===== src/pkg/tpc_pkg.sv =====
// constants and types shared by the timer channel mode logic
package tpc_pkg;
    // register offsets
    localparam logic [7:0] OFS_STATUS_CONTROL = 8'h00;
    localparam logic [7:0] OFS_VALUE_HI = 8'h01;
    localparam logic [7:0] OFS_VALUE_LO = 8'h02;
    localparam logic [7:0] OFS_IRQ_STATUS = 8'h03;
    localparam logic [7:0] OFS_IRQ_MASK = 8'h04;
    // channel_status_control fields
    localparam int SC_FLAG_BIT = 7;
    localparam int SC_IE_BIT = 6;
    localparam int SC_MS_HI_BIT = 5;
    localparam int SC_MS_LO_BIT = 4;
    localparam int SC_ELS_HI_BIT = 3;
    localparam int SC_ELS_LO_BIT = 2;
    localparam logic [7:0] SC_WRITE_MASK = 8'h7C;
    localparam logic [7:0] SC_RESET = 8'h00;
    localparam logic [15:0] VALUE_RESET = 16'h0000;
    // irq status bits
    localparam int IRQ_CAPTURE_BIT = 0;
    localparam int IRQ_MATCH_BIT = 1;
    localparam int IRQ_W = 2;
    localparam logic [1:0] IRQ_RESET = 2'h0;
    // edge/level encodings
    localparam logic [1:0] ELS_NONE = 2'h0;
    localparam logic [1:0] ELS_RISE = 2'h1;
    localparam logic [1:0] ELS_FALL = 2'h2;
    localparam logic [1:0] ELS_BOTH = 2'h3;
    localparam logic [1:0] MS_CAPTURE = 2'h0;
    localparam logic [1:0] MS_COMPARE = 2'h1;

    typedef enum logic [2:0] {
        MODE_CAPTURE,
        MODE_COMPARE,
        MODE_EDGE_PWM,
        MODE_CENTER_PWM
    } tpc_mode_e;

    // counter view supplied by the shared timer core
    typedef struct packed {
        logic [15:0] value;
        logic [15:0] modulo;
        logic up;
        logic tick;
        logic wrap;
    } tpc_cnt_s;

    // register port request
    typedef struct packed {
        logic [7:0] addr;
        logic [7:0] wdata;
        logic wr;
        logic rd;
    } tpc_bus_s;
endpackage


===== src/rtl/tpc_channel.sv =====
// one timer/pwm channel: mode decode, capture, compare, pwm and registers
//
// Function
// - edge/level bits 00 release the pin whatever the mode bits say.
// - center select 0, mode 00, edge/level 01 captures on rising edges only.
// - capture with edge/level 10 captures on falling edges only.
// - capture with edge/level 11 captures on both edges.
// - center select 0, mode 01, edge/level 00 compares in software and uses no pin.
// - compare with edge/level 01 toggles the pin on each match.
// - compare with edge/level 10 drives the pin low on match.
// - compare with edge/level 11 drives the pin high on match.
// - mode 1X is edge-aligned pwm, edge/level 10 clears the pin on match.
// - edge-aligned pwm with edge/level X1 sets the pin on match.
// - center select 1 ignores mode bits, edge/level 10 clears on an up-count match.
// - center-aligned pwm with edge/level X1 sets the pin on an up-count match.
// - the channel flag sets on an active capture edge or on a compare or pwm match.
// - pwm at 0 or 100 percent duty never sets the channel flag.
// - an active capture edge loads the counter value into the channel value.
//
// Strobed register access and the register offsets are this design's own decisions.
`timescale 1ns/1ns
`default_nettype none
module tpc_channel (
    input wire logic mclk,
    input wire logic rst_b,
    input wire tpc_pkg::tpc_bus_s bus,
    output logic [7:0] rdata,
    input wire tpc_pkg::tpc_cnt_s cnt,
    input wire logic center_aligned_select,
    input wire logic pin_in,
    output logic pin_out,
    output logic pin_oe_b,
    output logic channel_irq,
    output logic irq
);
    logic [7:0] channel_status_control;
    logic [15:0] channel_value;
    logic [tpc_pkg::IRQ_W-1:0] irq_status;
    logic [tpc_pkg::IRQ_W-1:0] irq_mask;
    logic clear_armed;
    logic edge_rise;
    logic edge_fall;

    logic channel_flag;
    logic mode_select_hi;
    logic mode_select_lo;
    logic edge_level_select_hi;
    logic edge_level_select_lo;
    logic [1:0] els;
    logic [1:0] ms;
    tpc_pkg::tpc_mode_e mode;
    logic cap_evt;
    logic match;
    logic pwm_extreme;
    logic flag_evt;
    logic pin_drive;
    logic next_pin_out;
    localparam logic [15:0] VALUE_ZERO = tpc_pkg::VALUE_RESET;

    assign channel_flag = channel_status_control[tpc_pkg::SC_FLAG_BIT];
    assign mode_select_hi = channel_status_control[tpc_pkg::SC_MS_HI_BIT];
    assign mode_select_lo = channel_status_control[tpc_pkg::SC_MS_LO_BIT];
    assign edge_level_select_hi = channel_status_control[tpc_pkg::SC_ELS_HI_BIT];
    assign edge_level_select_lo = channel_status_control[tpc_pkg::SC_ELS_LO_BIT];
    assign els = {edge_level_select_hi, edge_level_select_lo};
    assign ms = {mode_select_hi, mode_select_lo};

    tpc_edge_detect u_edge (
        .mclk(mclk),
        .rst_b(rst_b),
        .pin(pin_in),
        .rise(edge_rise),
        .fall(edge_fall)
    );

    // mode decode
    always_comb begin
        if (center_aligned_select) begin
            mode = tpc_pkg::MODE_CENTER_PWM;
        end else if (mode_select_hi) begin
            mode = tpc_pkg::MODE_EDGE_PWM;
        end else if (ms == tpc_pkg::MS_COMPARE) begin
            mode = tpc_pkg::MODE_COMPARE;
        end else begin
            mode = tpc_pkg::MODE_CAPTURE;
        end
    end

    // active capture edge
    always_comb begin
        cap_evt = 1'b0;
        if (mode == tpc_pkg::MODE_CAPTURE) begin
            case (els)
                tpc_pkg::ELS_RISE: cap_evt = edge_rise;
                tpc_pkg::ELS_FALL: cap_evt = edge_fall;
                tpc_pkg::ELS_BOTH: cap_evt = edge_rise | edge_fall;
                default: cap_evt = 1'b0;
            endcase
        end
    end

    assign match = cnt.tick && (cnt.value == channel_value) && (mode != tpc_pkg::MODE_CAPTURE);

    // 0 and 100 percent duty settings
    always_comb begin
        pwm_extreme = 1'b0;
        if (mode == tpc_pkg::MODE_EDGE_PWM) begin
            pwm_extreme = (channel_value == VALUE_ZERO) || (channel_value > cnt.modulo);
        end else if (mode == tpc_pkg::MODE_CENTER_PWM) begin
            pwm_extreme = (channel_value == VALUE_ZERO) || (channel_value >= cnt.modulo);
        end
    end

    assign flag_evt = cap_evt || (match && !pwm_extreme);

    // pin is driven in any non-capture mode unless edge/level is 00
    assign pin_drive = (els != tpc_pkg::ELS_NONE) && (mode != tpc_pkg::MODE_CAPTURE);

    always_comb begin
        next_pin_out = pin_out;
        case (mode)
            tpc_pkg::MODE_COMPARE: begin
                if (match) begin
                    case (els)
                        tpc_pkg::ELS_RISE: next_pin_out = ~pin_out;
                        tpc_pkg::ELS_FALL: next_pin_out = 1'b0;
                        tpc_pkg::ELS_BOTH: next_pin_out = 1'b1;
                        default: next_pin_out = pin_out;
                    endcase
                end
            end
            tpc_pkg::MODE_EDGE_PWM: begin
                // period start asserts the pulse, match ends it
                if (cnt.tick && cnt.wrap) begin
                    next_pin_out = ~edge_level_select_lo;
                end
                if (match) begin
                    next_pin_out = edge_level_select_lo;
                end
            end
            tpc_pkg::MODE_CENTER_PWM: begin
                if (match) begin
                    next_pin_out = cnt.up ? edge_level_select_lo : ~edge_level_select_lo;
                end
            end
            default: next_pin_out = pin_out;
        endcase
    end

    always_ff @(posedge mclk or negedge rst_b) begin
        if (!rst_b) begin
            pin_out <= 1'b0;
            pin_oe_b <= 1'b1;
        end else begin
            pin_out <= next_pin_out;
            pin_oe_b <= ~pin_drive;
        end
    end

    // status and control register, flag clear needs read-then-write-0
    always_ff @(posedge mclk or negedge rst_b) begin
        if (!rst_b) begin
            channel_status_control <= tpc_pkg::SC_RESET;
            clear_armed <= 1'b0;
        end else begin
            if (bus.wr && bus.addr == tpc_pkg::OFS_STATUS_CONTROL) begin
                channel_status_control[tpc_pkg::SC_IE_BIT:tpc_pkg::SC_ELS_LO_BIT] <=
                    bus.wdata[tpc_pkg::SC_IE_BIT:tpc_pkg::SC_ELS_LO_BIT];
                clear_armed <= 1'b0;
                if (clear_armed && !bus.wdata[tpc_pkg::SC_FLAG_BIT] && !flag_evt) begin
                    channel_status_control[tpc_pkg::SC_FLAG_BIT] <= 1'b0;
                end
            end else if (bus.rd && bus.addr == tpc_pkg::OFS_STATUS_CONTROL && channel_flag) begin
                clear_armed <= 1'b1;
            end
            if (flag_evt) begin
                channel_status_control[tpc_pkg::SC_FLAG_BIT] <= 1'b1;
            end
        end
    end

    // channel value: capture load, or byte writes outside capture mode
    always_ff @(posedge mclk or negedge rst_b) begin
        if (!rst_b) begin
            channel_value <= tpc_pkg::VALUE_RESET;
        end else if (cap_evt) begin
            channel_value <= cnt.value;
        end else if (bus.wr && mode != tpc_pkg::MODE_CAPTURE) begin
            if (bus.addr == tpc_pkg::OFS_VALUE_HI) begin
                channel_value[15:8] <= bus.wdata;
            end else if (bus.addr == tpc_pkg::OFS_VALUE_LO) begin
                channel_value[7:0] <= bus.wdata;
            end
        end
    end

    // sticky event status, cleared by reading it; a new event wins
    always_ff @(posedge mclk or negedge rst_b) begin
        if (!rst_b) begin
            irq_status <= tpc_pkg::IRQ_RESET;
            irq_mask <= tpc_pkg::IRQ_RESET;
        end else begin
            if (bus.rd && bus.addr == tpc_pkg::OFS_IRQ_STATUS) begin
                irq_status <= {match && !pwm_extreme, cap_evt};
            end else begin
                irq_status <= irq_status | {match && !pwm_extreme, cap_evt};
            end
            if (bus.wr && bus.addr == tpc_pkg::OFS_IRQ_MASK) begin
                irq_mask <= bus.wdata[tpc_pkg::IRQ_W-1:0];
            end
        end
    end

    always_ff @(posedge mclk or negedge rst_b) begin
        if (!rst_b) begin
            irq <= 1'b0;
            channel_irq <= 1'b0;
        end else begin
            irq <= |(irq_status & irq_mask);
            channel_irq <= channel_flag & channel_status_control[tpc_pkg::SC_IE_BIT];
        end
    end

    // read data one cycle after the strobe, zero otherwise
    always_ff @(posedge mclk or negedge rst_b) begin
        if (!rst_b) begin
            rdata <= 8'h00;
        end else if (!bus.rd) begin
            rdata <= 8'h00;
        end else if (bus.addr == tpc_pkg::OFS_STATUS_CONTROL) begin
            rdata <= channel_status_control & ~8'h03;
        end else if (bus.addr == tpc_pkg::OFS_VALUE_HI) begin
            rdata <= channel_value[15:8];
        end else if (bus.addr == tpc_pkg::OFS_VALUE_LO) begin
            rdata <= channel_value[7:0];
        end else if (bus.addr == tpc_pkg::OFS_IRQ_STATUS) begin
            rdata <= {6'h00, irq_status};
        end else if (bus.addr == tpc_pkg::OFS_IRQ_MASK) begin
            rdata <= {6'h00, irq_mask};
        end else begin
            rdata <= 8'h00;
        end
    end

    // checks
    pin_released_a: assert property (@(posedge mclk) disable iff (!rst_b)
        els == tpc_pkg::ELS_NONE |=> pin_oe_b)
        else $error("pin driven with edge/level 00");

    rise_capture_a: assert property (@(posedge mclk) disable iff (!rst_b)
        (!center_aligned_select && ms == tpc_pkg::MS_CAPTURE && els == tpc_pkg::ELS_RISE
         && edge_rise) |=> (channel_value == $past(cnt.value)) && channel_flag)
        else $error("rising edge not captured");

    fall_only_a: assert property (@(posedge mclk) disable iff (!rst_b)
        (mode == tpc_pkg::MODE_CAPTURE && els == tpc_pkg::ELS_FALL && edge_rise
         && !channel_flag) |=> !channel_flag)
        else $error("falling edge select wrong");

    both_edges_a: assert property (@(posedge mclk) disable iff (!rst_b)
        (mode == tpc_pkg::MODE_CAPTURE && els == tpc_pkg::ELS_BOTH && (edge_rise || edge_fall))
        |=> channel_flag)
        else $error("edge missed with both edges selected");

    sw_compare_a: assert property (@(posedge mclk) disable iff (!rst_b)
        (mode == tpc_pkg::MODE_COMPARE && els == tpc_pkg::ELS_NONE && match)
        |=> pin_oe_b && channel_flag)
        else $error("software compare misbehaved");

    oc_toggle_a: assert property (@(posedge mclk) disable iff (!rst_b)
        (mode == tpc_pkg::MODE_COMPARE && els == tpc_pkg::ELS_RISE && match)
        |=> pin_out != $past(pin_out))
        else $error("toggle on match missing");

    oc_clear_a: assert property (@(posedge mclk) disable iff (!rst_b)
        (mode == tpc_pkg::MODE_COMPARE && els == tpc_pkg::ELS_FALL && match) |=> !pin_out)
        else $error("clear on match missing");

    oc_set_a: assert property (@(posedge mclk) disable iff (!rst_b)
        (mode == tpc_pkg::MODE_COMPARE && els == tpc_pkg::ELS_BOTH && match) |=> pin_out)
        else $error("set on match missing");

    epwm_high_a: assert property (@(posedge mclk) disable iff (!rst_b)
        (mode == tpc_pkg::MODE_EDGE_PWM && els == tpc_pkg::ELS_FALL && match) |=> !pin_out)
        else $error("edge pwm high-true not cleared");

    epwm_low_a: assert property (@(posedge mclk) disable iff (!rst_b)
        (mode == tpc_pkg::MODE_EDGE_PWM && edge_level_select_lo && match) |=> pin_out)
        else $error("edge pwm low-true not set");

    cpwm_high_a: assert property (@(posedge mclk) disable iff (!rst_b)
        (center_aligned_select && els == tpc_pkg::ELS_FALL && match && cnt.up) |=> !pin_out)
        else $error("center pwm high-true not cleared");

    cpwm_low_a: assert property (@(posedge mclk) disable iff (!rst_b)
        (center_aligned_select && edge_level_select_lo && match && cnt.up) |=> pin_out)
        else $error("center pwm low-true not set");

    flag_set_a: assert property (@(posedge mclk) disable iff (!rst_b)
        flag_evt |=> channel_flag)
        else $error("channel flag not set");

    duty_extreme_a: assert property (@(posedge mclk) disable iff (!rst_b)
        (!channel_flag && match && pwm_extreme && !cap_evt) |=> !channel_flag)
        else $error("flag set at 0 or 100 percent duty");

    capture_load_a: assert property (@(posedge mclk) disable iff (!rst_b)
        cap_evt |=> channel_value == $past(cnt.value))
        else $error("capture did not load counter");

    low_bits_a: assert property (@(posedge mclk) disable iff (!rst_b)
        $past(bus.rd) && $past(bus.addr) == tpc_pkg::OFS_STATUS_CONTROL |-> rdata[1:0] == 2'h0)
        else $error("reserved bits read nonzero");

    low_zero_a: assert property (@(posedge mclk) disable iff (!rst_b)
        channel_status_control[1:0] == 2'h0)
        else $error("reserved status bits set");

    capture_hold_a: assert property (@(posedge mclk) disable iff (!rst_b)
        (mode == tpc_pkg::MODE_CAPTURE && !cap_evt) |=> $stable(channel_value))
        else $error("channel value changed without capture");

    capture_pin_a: assert property (@(posedge mclk) disable iff (!rst_b)
        mode == tpc_pkg::MODE_CAPTURE |=> pin_oe_b)
        else $error("pin driven in capture mode");

    match_sticky_a: assert property (@(posedge mclk) disable iff (!rst_b)
        (match && !pwm_extreme) |=> irq_status[tpc_pkg::IRQ_MATCH_BIT])
        else $error("match event lost in status");

    zero_duty_a: assert property (@(posedge mclk) disable iff (!rst_b)
        ((mode == tpc_pkg::MODE_EDGE_PWM || mode == tpc_pkg::MODE_CENTER_PWM) && match
         && channel_value == VALUE_ZERO && !channel_flag) |=> !channel_flag)
        else $error("flag set at 0 percent duty");

    capture_seen_c: cover property (@(posedge mclk) disable iff (!rst_b) cap_evt);
    epwm_match_c: cover property (@(posedge mclk) disable iff (!rst_b)
        mode == tpc_pkg::MODE_EDGE_PWM && match && !pwm_extreme);
    cpwm_down_c: cover property (@(posedge mclk) disable iff (!rst_b)
        mode == tpc_pkg::MODE_CENTER_PWM && match && !cnt.up);
    flag_cleared_c: cover property (@(posedge mclk) disable iff (!rst_b)
        channel_flag ##1 !channel_flag);
    toggle_match_c: cover property (@(posedge mclk) disable iff (!rst_b)
        mode == tpc_pkg::MODE_COMPARE && els == tpc_pkg::ELS_RISE && match);
endmodule
`default_nettype wire


===== src/rtl/tpc_edge_detect.sv =====
// registered rising and falling edge pulses of the channel input
`timescale 1ns/1ns
`default_nettype none
module tpc_edge_detect (
    input wire logic mclk,
    input wire logic rst_b,
    input wire logic pin,
    output logic rise,
    output logic fall
);
    logic prev;

    always_ff @(posedge mclk or negedge rst_b) begin
        if (!rst_b) begin
            prev <= 1'b0;
            rise <= 1'b0;
            fall <= 1'b0;
        end else begin
            prev <= pin;
            rise <= pin & ~prev;
            fall <= ~pin & prev;
        end
    end
endmodule
`default_nettype wire


===== config.mk =====
export PLATFORM = sky130hd
export DESIGN_NAME = tpc_channel
export DESIGN_NICKNAME = d
export VERILOG_FILES = /design/src/pkg/tpc_pkg.sv /design/src/rtl/tpc_channel.sv /design/src/rtl/tpc_edge_detect.sv
export SDC_FILE = /design/constraint.sdc
export NUM_CORES = 1
export LEC_CHECK = 0
export ABC_AREA = 1
export BUFFER_PORTS_ARGS = -buffer_cell sky130_fd_sc_hd__buf_2
export CORE_MARGIN = 8
export CORE_UTILIZATION = 59
export CTS_CLUSTER_DIAMETER = 80
export DETAILED_ROUTE_END_ITERATION = 16
export PLACE_DENSITY_LB_ADDON = 0.25
export SLEW_MARGIN = 20
export SYNTH_ARGS = -nofsm -noshare
export SYNTH_HDL_FRONTEND = slang
export SYNTH_HIERARCHICAL = 1
export SYNTH_SLANG_ARGS = --single-unit

===== constraint.sdc =====
create_clock -name mclk -period 3.65 [get_ports mclk]
set_input_delay 0 -clock mclk [delete_from_list [all_inputs] [get_ports mclk]]
set_output_delay 0 -clock mclk [all_outputs]
set_load 0.02 [all_outputs]

==> qor.txt, run 1 <==
========================================================================================
Result of the run                                                           complete, no violations
Mapped cell area                                                              2944 sq um
Number of global-route vias before repair                                           3026
Largest net degree at the start of global routing                                     43
Startpoint Class                                                                    flop
Count of buffers inserted at the top-level ports                                      68
Die X                                                                       86.64 microns
Post-route setup TNS                                                                0 ps
Post-cts gate resize count                                                             0
Area added between synthesis and finish                                           20.61%
Cells after synthesis                                                                410
Leak Pwr                                                                     0.002046 uW
Number of search-and-repair iterations in the first detailed-routing pass              5
P_sw                                                                            353.7 uW
CTS buffer count                                                                       5
CP required                                                                      3810 ps
Clock tree from TritonCTS                                                          built
Kind of critical path                                                       flop to flop
Number of storage elements in the synthesis netlist                                   42
Crit path cell chain                                                        inv_1 -> ha_1 -> nand2_1 -> a31oi_1 -> nand2_2 -> nand2_1 -> inv_2 -> nand2_1 -> o221ai_1
Post-DR vias/cell                                                                  5.608
Post-synthesis cell type with the largest combined area                     sky130_fd_sc_hd__dfrtp_1
Cell count after placement                                                           542
Instance area at placement                                                    3352 sq um
Yosys synthesis warning count                                                          6
Routed WL per cell                                                          15.80 microns
Buffers inserted during post-CTS setup optimization                                    0
First-pass GRT wire length                                                  14160 microns
Combinational cell fraction of total power                                         22.0%
Peak supply drop                                                             0.0003377 V
Leading post-synthesis cells by cell area                                   sky130_fd_sc_hd__dfrtp_1 35%, sky130_fd_sc_hd__nand2_1 15%, sky130_fd_sc_hd__inv_1 9.3%, sky130_fd_sc_hd__ha_1 8.5%, sky130_fd_sc_hd__o221ai_1 4.8%
Overall track demand over capacity in global routing                              23.95%
Die area                                                                      7506 sq um
CP dominant cell by count                                                   sky130_fd_sc_hd__nand2_1
Placer congestion estimate                                                        0.9229
Number of nets in the layout                                                         568
Antenna fix cells                                                                      0
CTS root buf                                                                sky130_fd_sc_hd__clkbuf_8
Level count of the clock H-tree                                                        2
Hold crit path type                                                         primary input to flop
Clock slew seen by the registers of the worst setup and hold paths                 80 ps
Clock period minus worst slack                                                   2052 ps
Unrepaired setup endpoints after global routing                                    false
Placement Rows                                                                        25
Critical Path Sink Type                                                             flop
Worst-Margin Slew                                                               970.8 ps
Data arrival at the endpoint of the critical path                                2210 ps
Part of the total power dissipated in sequential elements                          45.7%
Clock tree sinks                                                                      42
Total vias in the final route                                                       3135
Final setup viols                                                                      0
Maximum clock insertion buffer count                                                   2
Max-slew violation total from the final report                                         0
DPL Wire Length                                                             6868 microns
Initial core utilization                                                          61.92%
Relative slew slack                                                               35.28%
Number of max-cap violations                                                           0
Avg Synthesized Cell Area                                                    7.181 sq um
Area share of the leading cell type in the synthesized netlist                    34.85%
Worst Path Buf+Inv                                                                     2
Final critical-path share of the clock period                                     56.21%
Post-DRT Antenna Nets                                                                  0
Total power                                                                      1149 uW
Worst clock skew on the final layout                                            5.693 ps
Largest delay contributor family on the critical path                       simple AND/OR/NAND/NOR gates
Critical path fanouts, max                                                            28
Clock power frac                                                                   32.3%
Post-synthesis net count                                                             487
Number of hold-slack violations in the final timing report                             0
Total grt overflow                                                                     0
Areal power density over the cells                                          323.5 nW/um^2
CP max stage delay                                                                430 ps
WL final                                                                    8831 microns
I/O pins                                                                              69
Core region area                                                              4755 sq um
Height of the die                                                           86.64 microns
Proportion of synthesized chip area in sequential cells                           35.74%
Source-to-sink clock delay at the later pin of the worst-skew pair                300 ps
Number of distinct standard cells referenced by the synthesized netlist               37
Initial drt markers                                                                  227
Antenna violations before repair                                                       0
Final instance area                                                           3551 sq um
Fraction of layout cells with a size suffix above 1                               21.34%
Maximum clock frequency                                                        487.4 MHz
Proportion of total power due to net switching                                    30.80%
Post-route insts no fill                                                             559
Final standard cell utilization of the core                                       74.68%
Internal Power                                                                  794.9 uW
Critical-path cell with the highest stage delay                             sky130_fd_sc_hd__dfrtp_1
Remaining routing DRC violations                                                       0
========================================================================================
==> Yosys cell counts (all sizes together) <==
library cell	number
a211oi	1
a21boi	2
a21o	1
a21oi	14
a221oi	1
a22o	1
a31oi	2
buf	2
clkbuf	1
dfrtp	41
dfstp	1
ha	20
inv	83
mux2	2
nand2	119
nand3	11
nand4	9
nor2	41
nor3	4
nor3b	2
nor4	8
o21a	1
o21ai	20
o221ai	16
o22ai	6
or2	1
==> path summary, 6_finish.rpt <==
path	slack, ps	end	depth (start not counted)	from
max in group asynchronous	2650	channel_flag	2	rst_b
max	1600	channel_value[13]	9	channel_status_control[2]
min reg2reg	430	u_edge/rise	1	u_edge/prev
max reg2reg	1600	channel_value[13]	9	channel_status_control[2]
min	20	rdata[5]	3	bus[0]
min in group asynchronous	400	channel_value[4]	2	rst_b
==> power groups by stage <==
stage	Sequential (uW)	Combinational (uW)	Clock, uW
6_report	525	253	371
5_1_grt	529	286	388
4_1_cts	524	250	370
3_5_place_dp	533	240	0
3_3_place_gp	532	232	0
2_1_floorplan	526	149	0
==> through the flow <==
step           hold WS (ps)  worst slack (ps)
3_3_place_gp          135.3              1755
3_5_place_dp          137.6              1652
4_1_cts               8.565              1629
5_1_grt               30.59              1404
6_report              17.98              1598
2_1_floorplan        -295.6              2110
==> per-layer routing <==
metal | up-vias | share of wire [%] | wire [microns] | global-route usage [%]
li1 | 1503 | - | - | -
met1 | 1436 | 41 | 3648 | 29.35
met2 | 169 | 48 | 4208 | 40.35
met3 | 27 | 8.3 | 734 | 4.915
met4 | 0 | 2.7 | 240 | 8.607
met5 | - | 0 | 0 | 0
==> timing repair <==
action	in CTS	in global routing
hold endpoints to repair	51	0
hold buffers	9	0
setup endpoints to repair	0	0
==> placed cells by master, fill, tap and decap left out, types with 9 or more instances in the layout <==
| cell type | n |
|---|---|
| sky130_fd_sc_hd__nand2_1 | 115 |
| sky130_fd_sc_hd__inv_1 | 73 |
| sky130_fd_sc_hd__buf_2 | 68 |
| sky130_fd_sc_hd__dfrtp_1 | 41 |
| sky130_fd_sc_hd__nor2_1 | 34 |
| sky130_fd_sc_hd__o21ai_0 | 20 |
| sky130_fd_sc_hd__ha_1 | 20 |
| sky130_fd_sc_hd__o221ai_1 | 16 |
| sky130_fd_sc_hd__a21oi_1 | 13 |
| sky130_fd_sc_hd__inv_2 | 10 |
| sky130_fd_sc_hd__nand3_1 | 10 |
| sky130_fd_sc_hd__dlygate4sd3_1 | 9 |
==> worst min-delay path: stages <==
cell and delay, ps:
sky130_fd_sc_hd__buf_2 160, sky130_fd_sc_hd__o21ai_0 90, sky130_fd_sc_hd__inv_1 40
==> final cells by class <==
| cell class | count | area, sq um |
|---|---|---|
| inverter | 83 | 311.5 |
| multi-input combinational | 282 | 1564 |
| timing repair buffer | 77 | 430.4 |
| sequential | 42 | 1052 |
| clock inverter | 3 | 40.04 |
| clock buffer | 5 | 68.82 |
| tap | 67 | 83.83 |
| fill | 386 | 1204 |
==> registers in the layout, summed over array words and instances (netlist names) <==
register,count
channel_flag,1
channel_irq,1
channel_status_control,5
channel_value,16
clear_armed,1
irq,1
irq_mask,2
irq_status,2
pin_oe_b,1
pin_out,1
rdata,8
u_edge/fall,1
u_edge/prev,1
u_edge/rise,1
==> kinds of logic after synthesis <==
| logic type | after synthesis | synth area share (%) |
|---|---|---|
| flops | 42 | 35.74 |
| mux | 2 | 0.7649 |
| simple gates | 195 | 29.62 |
| compound gates | 65 | 14.24 |
| buf+inv | 86 | 11.13 |
| fa+ha+maj | 20 | 8.500 |
No activity file was read; power rests on OpenSTA's default activity.
==> run 2, diff against run 1 <==
- CORE_UTILIZATION: 59 -> 54
- clock period: 3.65 -> 1.9 ns (I/O delays scaled with it)
==> qor.txt, run 2 (same netlist as run 1, synthesis figures left out) <==
========================================================================================
Die area                                                                      8070 sq um
Relative slew slack                                                               65.81%
Clock slew seen by the registers of the worst setup and hold paths                 90 ps
Level count of the clock H-tree                                                        2
Peak supply drop                                                             0.0004266 V
Crit path cell chain                                                        ha_1 -> nand2_1 -> inv_2 -> nand3_2 -> nor3_2 -> nand3_1 -> nand3_1 -> nand2_1 -> nand2_2 -> nand2_1 -> nand2_2 -> nand2_1
Count of buffers inserted at the top-level ports                                      68
Number of nets in the layout                                                         580
I/O pins                                                                              69
Post-DR vias/cell                                                                  5.486
Filler Cell Count                                                                    459
Final setup viols                                                                      0
Initial core utilization                                                          54.81%
Startpoint Class                                                                    flop
Register name with the most flops                                           channel_value
Clock tree from TritonCTS                                                          built
Placer congestion estimate                                                        0.9276
Number of global-route vias before repair                                           3248
Maximum clock frequency                                                        564.3 MHz
Top library cells by usage in the layout, fill and taps aside               113 x sky130_fd_sc_hd__nand2_1, 71 x sky130_fd_sc_hd__inv_1, 68 x sky130_fd_sc_hd__buf_2, 36 x sky130_fd_sc_hd__dfrtp_1, 33 x sky130_fd_sc_hd__nor2_1
Number of hold-slack violations in the final timing report                             0
Number of max-cap violations                                                           0
Maximum clock insertion buffer count                                                   2
Final critical-path share of the clock period                                     93.27%
Placement Rows                                                                        27
Antenna fix cells                                                                      0
Critical Path Sink Type                                                             flop
Kind of critical path                                                       flop to flop
CP required                                                                      2090 ps
Core region area                                                              5371 sq um
Worst-Margin Slew                                                               512.9 ps
Result of the run                                                           complete, no violations
Number of search-and-repair iterations in the first detailed-routing pass              5
Remaining routing DRC violations                                                       0
Total area of multi-input combinational cells                                 1599 sq um
Fraction of layout cells with a size suffix above 1                               25.79%
CP dominant cell by count                                                   sky130_fd_sc_hd__nand2_1
Areal power density over the cells                                          583.8 nW/um^2
Total grt overflow                                                                     0
Height of the die                                                           89.84 microns
Hold crit path type                                                         primary input to flop
CTS buffer count                                                                       5
Antenna violations before repair                                                       0
Max-slew violation total from the final report                                         0
First-pass GRT wire length                                                  15200 microns
CTS root buf                                                                sky130_fd_sc_hd__clkbuf_8
Clock tree sinks                                                                      42
Initial drt markers                                                                  213
Source-to-sink clock delay at the later pin of the worst-skew pair                300 ps
Post-DRT Antenna Nets                                                                  0
Critical-path cell with the highest stage delay                             sky130_fd_sc_hd__dfrtp_2
Leak Pwr                                                                     0.002093 uW
Data arrival at the endpoint of the critical path                                1960 ps
Total vias in the final route                                                       3160
DPL Wire Length                                                             7209 microns
Area of all sequential standard cells                                         1059 sq um
Smallest hold slack                                                             17.92 ps
Clock period minus worst slack                                                   1772 ps
Commonest non-fill, non-tap cell in the layout                              sky130_fd_sc_hd__nand2_1
Max FFs per register                                                                  16
Largest net degree at the start of global routing                                     22
Critical path fanouts, max                                                             5
Worst clock skew on the final layout                                            11.67 ps
WL final                                                                    9103 microns
Final instance area                                                           3687 sq um
CP max stage delay                                                                460 ps
Die X                                                                       89.84 microns
Top Registers                                                               channel_value (16), rdata (8), channel_status_control (5)
Overall track demand over capacity in global routing                              22.77%
Instance area at placement                                                    3403 sq um
Area added between synthesis and finish                                           25.24%
Routed WL per cell                                                          15.80 microns
========================================================================================
## run 2: final timing paths
check / from / endpoint / slack (ps) / cells past startpoint
setup / recovery: channel_value[10] / channel_flag / 130 / 12
hold / removal: bus[0] / rdata[4] / 20 / 3
setup reg to reg: channel_value[10] / channel_flag / 130 / 12
hold reg to reg: u_edge/prev / u_edge/rise / 430 / 1
max in group asynchronous: rst_b / channel_value[11] / 1130 / 3
min in group asynchronous: rst_b / channel_value[4] / 190 / 2
## run 2: final cells by class
class,instances,area share (%)
clock buffers,6,2.240
clock inverters,2,0.3393
inverters,83,8.449
multi-input cells,282,43.37
flip-flops and latches,42,28.71
well taps,72,2.443
repair buffers,89,14.46
## run 2: layer usage
metal	part of all wire [%]	global-route usage [%]	wire length, microns
met2	48	38.04	4378
met4	2.2	8.886	197
met3	8.3	6.068	751
met1	41	27.11	3776
met5	0	0	0
## run 2: worst max-delay path: cells and delay by family, from the launching register on
| kind | cells | cell delay (ps) |
|---|---|---|
| DFF | 1 | 460 |
| buffers and inverters | 1 | 60 |
| and+or+nand+nor | 10 | 860 |
| adders and majority gates | 1 | 290 |
## run 2: through the flow
| step | utilization, % | worst slack, ps | total power [uW] | setup TNS [ps] | cells |
|---|---|---|---|---|---|
| floorplan | - | 360.0 | 1296 | 0 | 410 |
| global placement | 63.36 | 112.1 | 1478 | 0 | 553 |
| detailed placement | 63.36 | -0.2839 | 1499 | -0.2839 | 553 |
| CTS | 66.90 | 10.83 | 2129 | 0 | 570 |
| global route | 68.65 | -26.42 | 2272 | -26.42 | 576 |
| finish | 68.65 | 127.9 | 2153 | 0 | 576 |
## run 2: repair_timing
item	CTS	global route
hold endpoints to repair	28	0
pin swaps	0	2
gates resized for setup	1	13
hold buffers	9	0
setup endpoints to repair	2	19
buffers inserted	0	6
## run 2: power breakdown
group | total, uW | switching, uW | internal (uW)
Sequential | 1010 | 62.4 | 946
Clock | 624 | 332 | 293
Combinational | 520 | 310 | 210
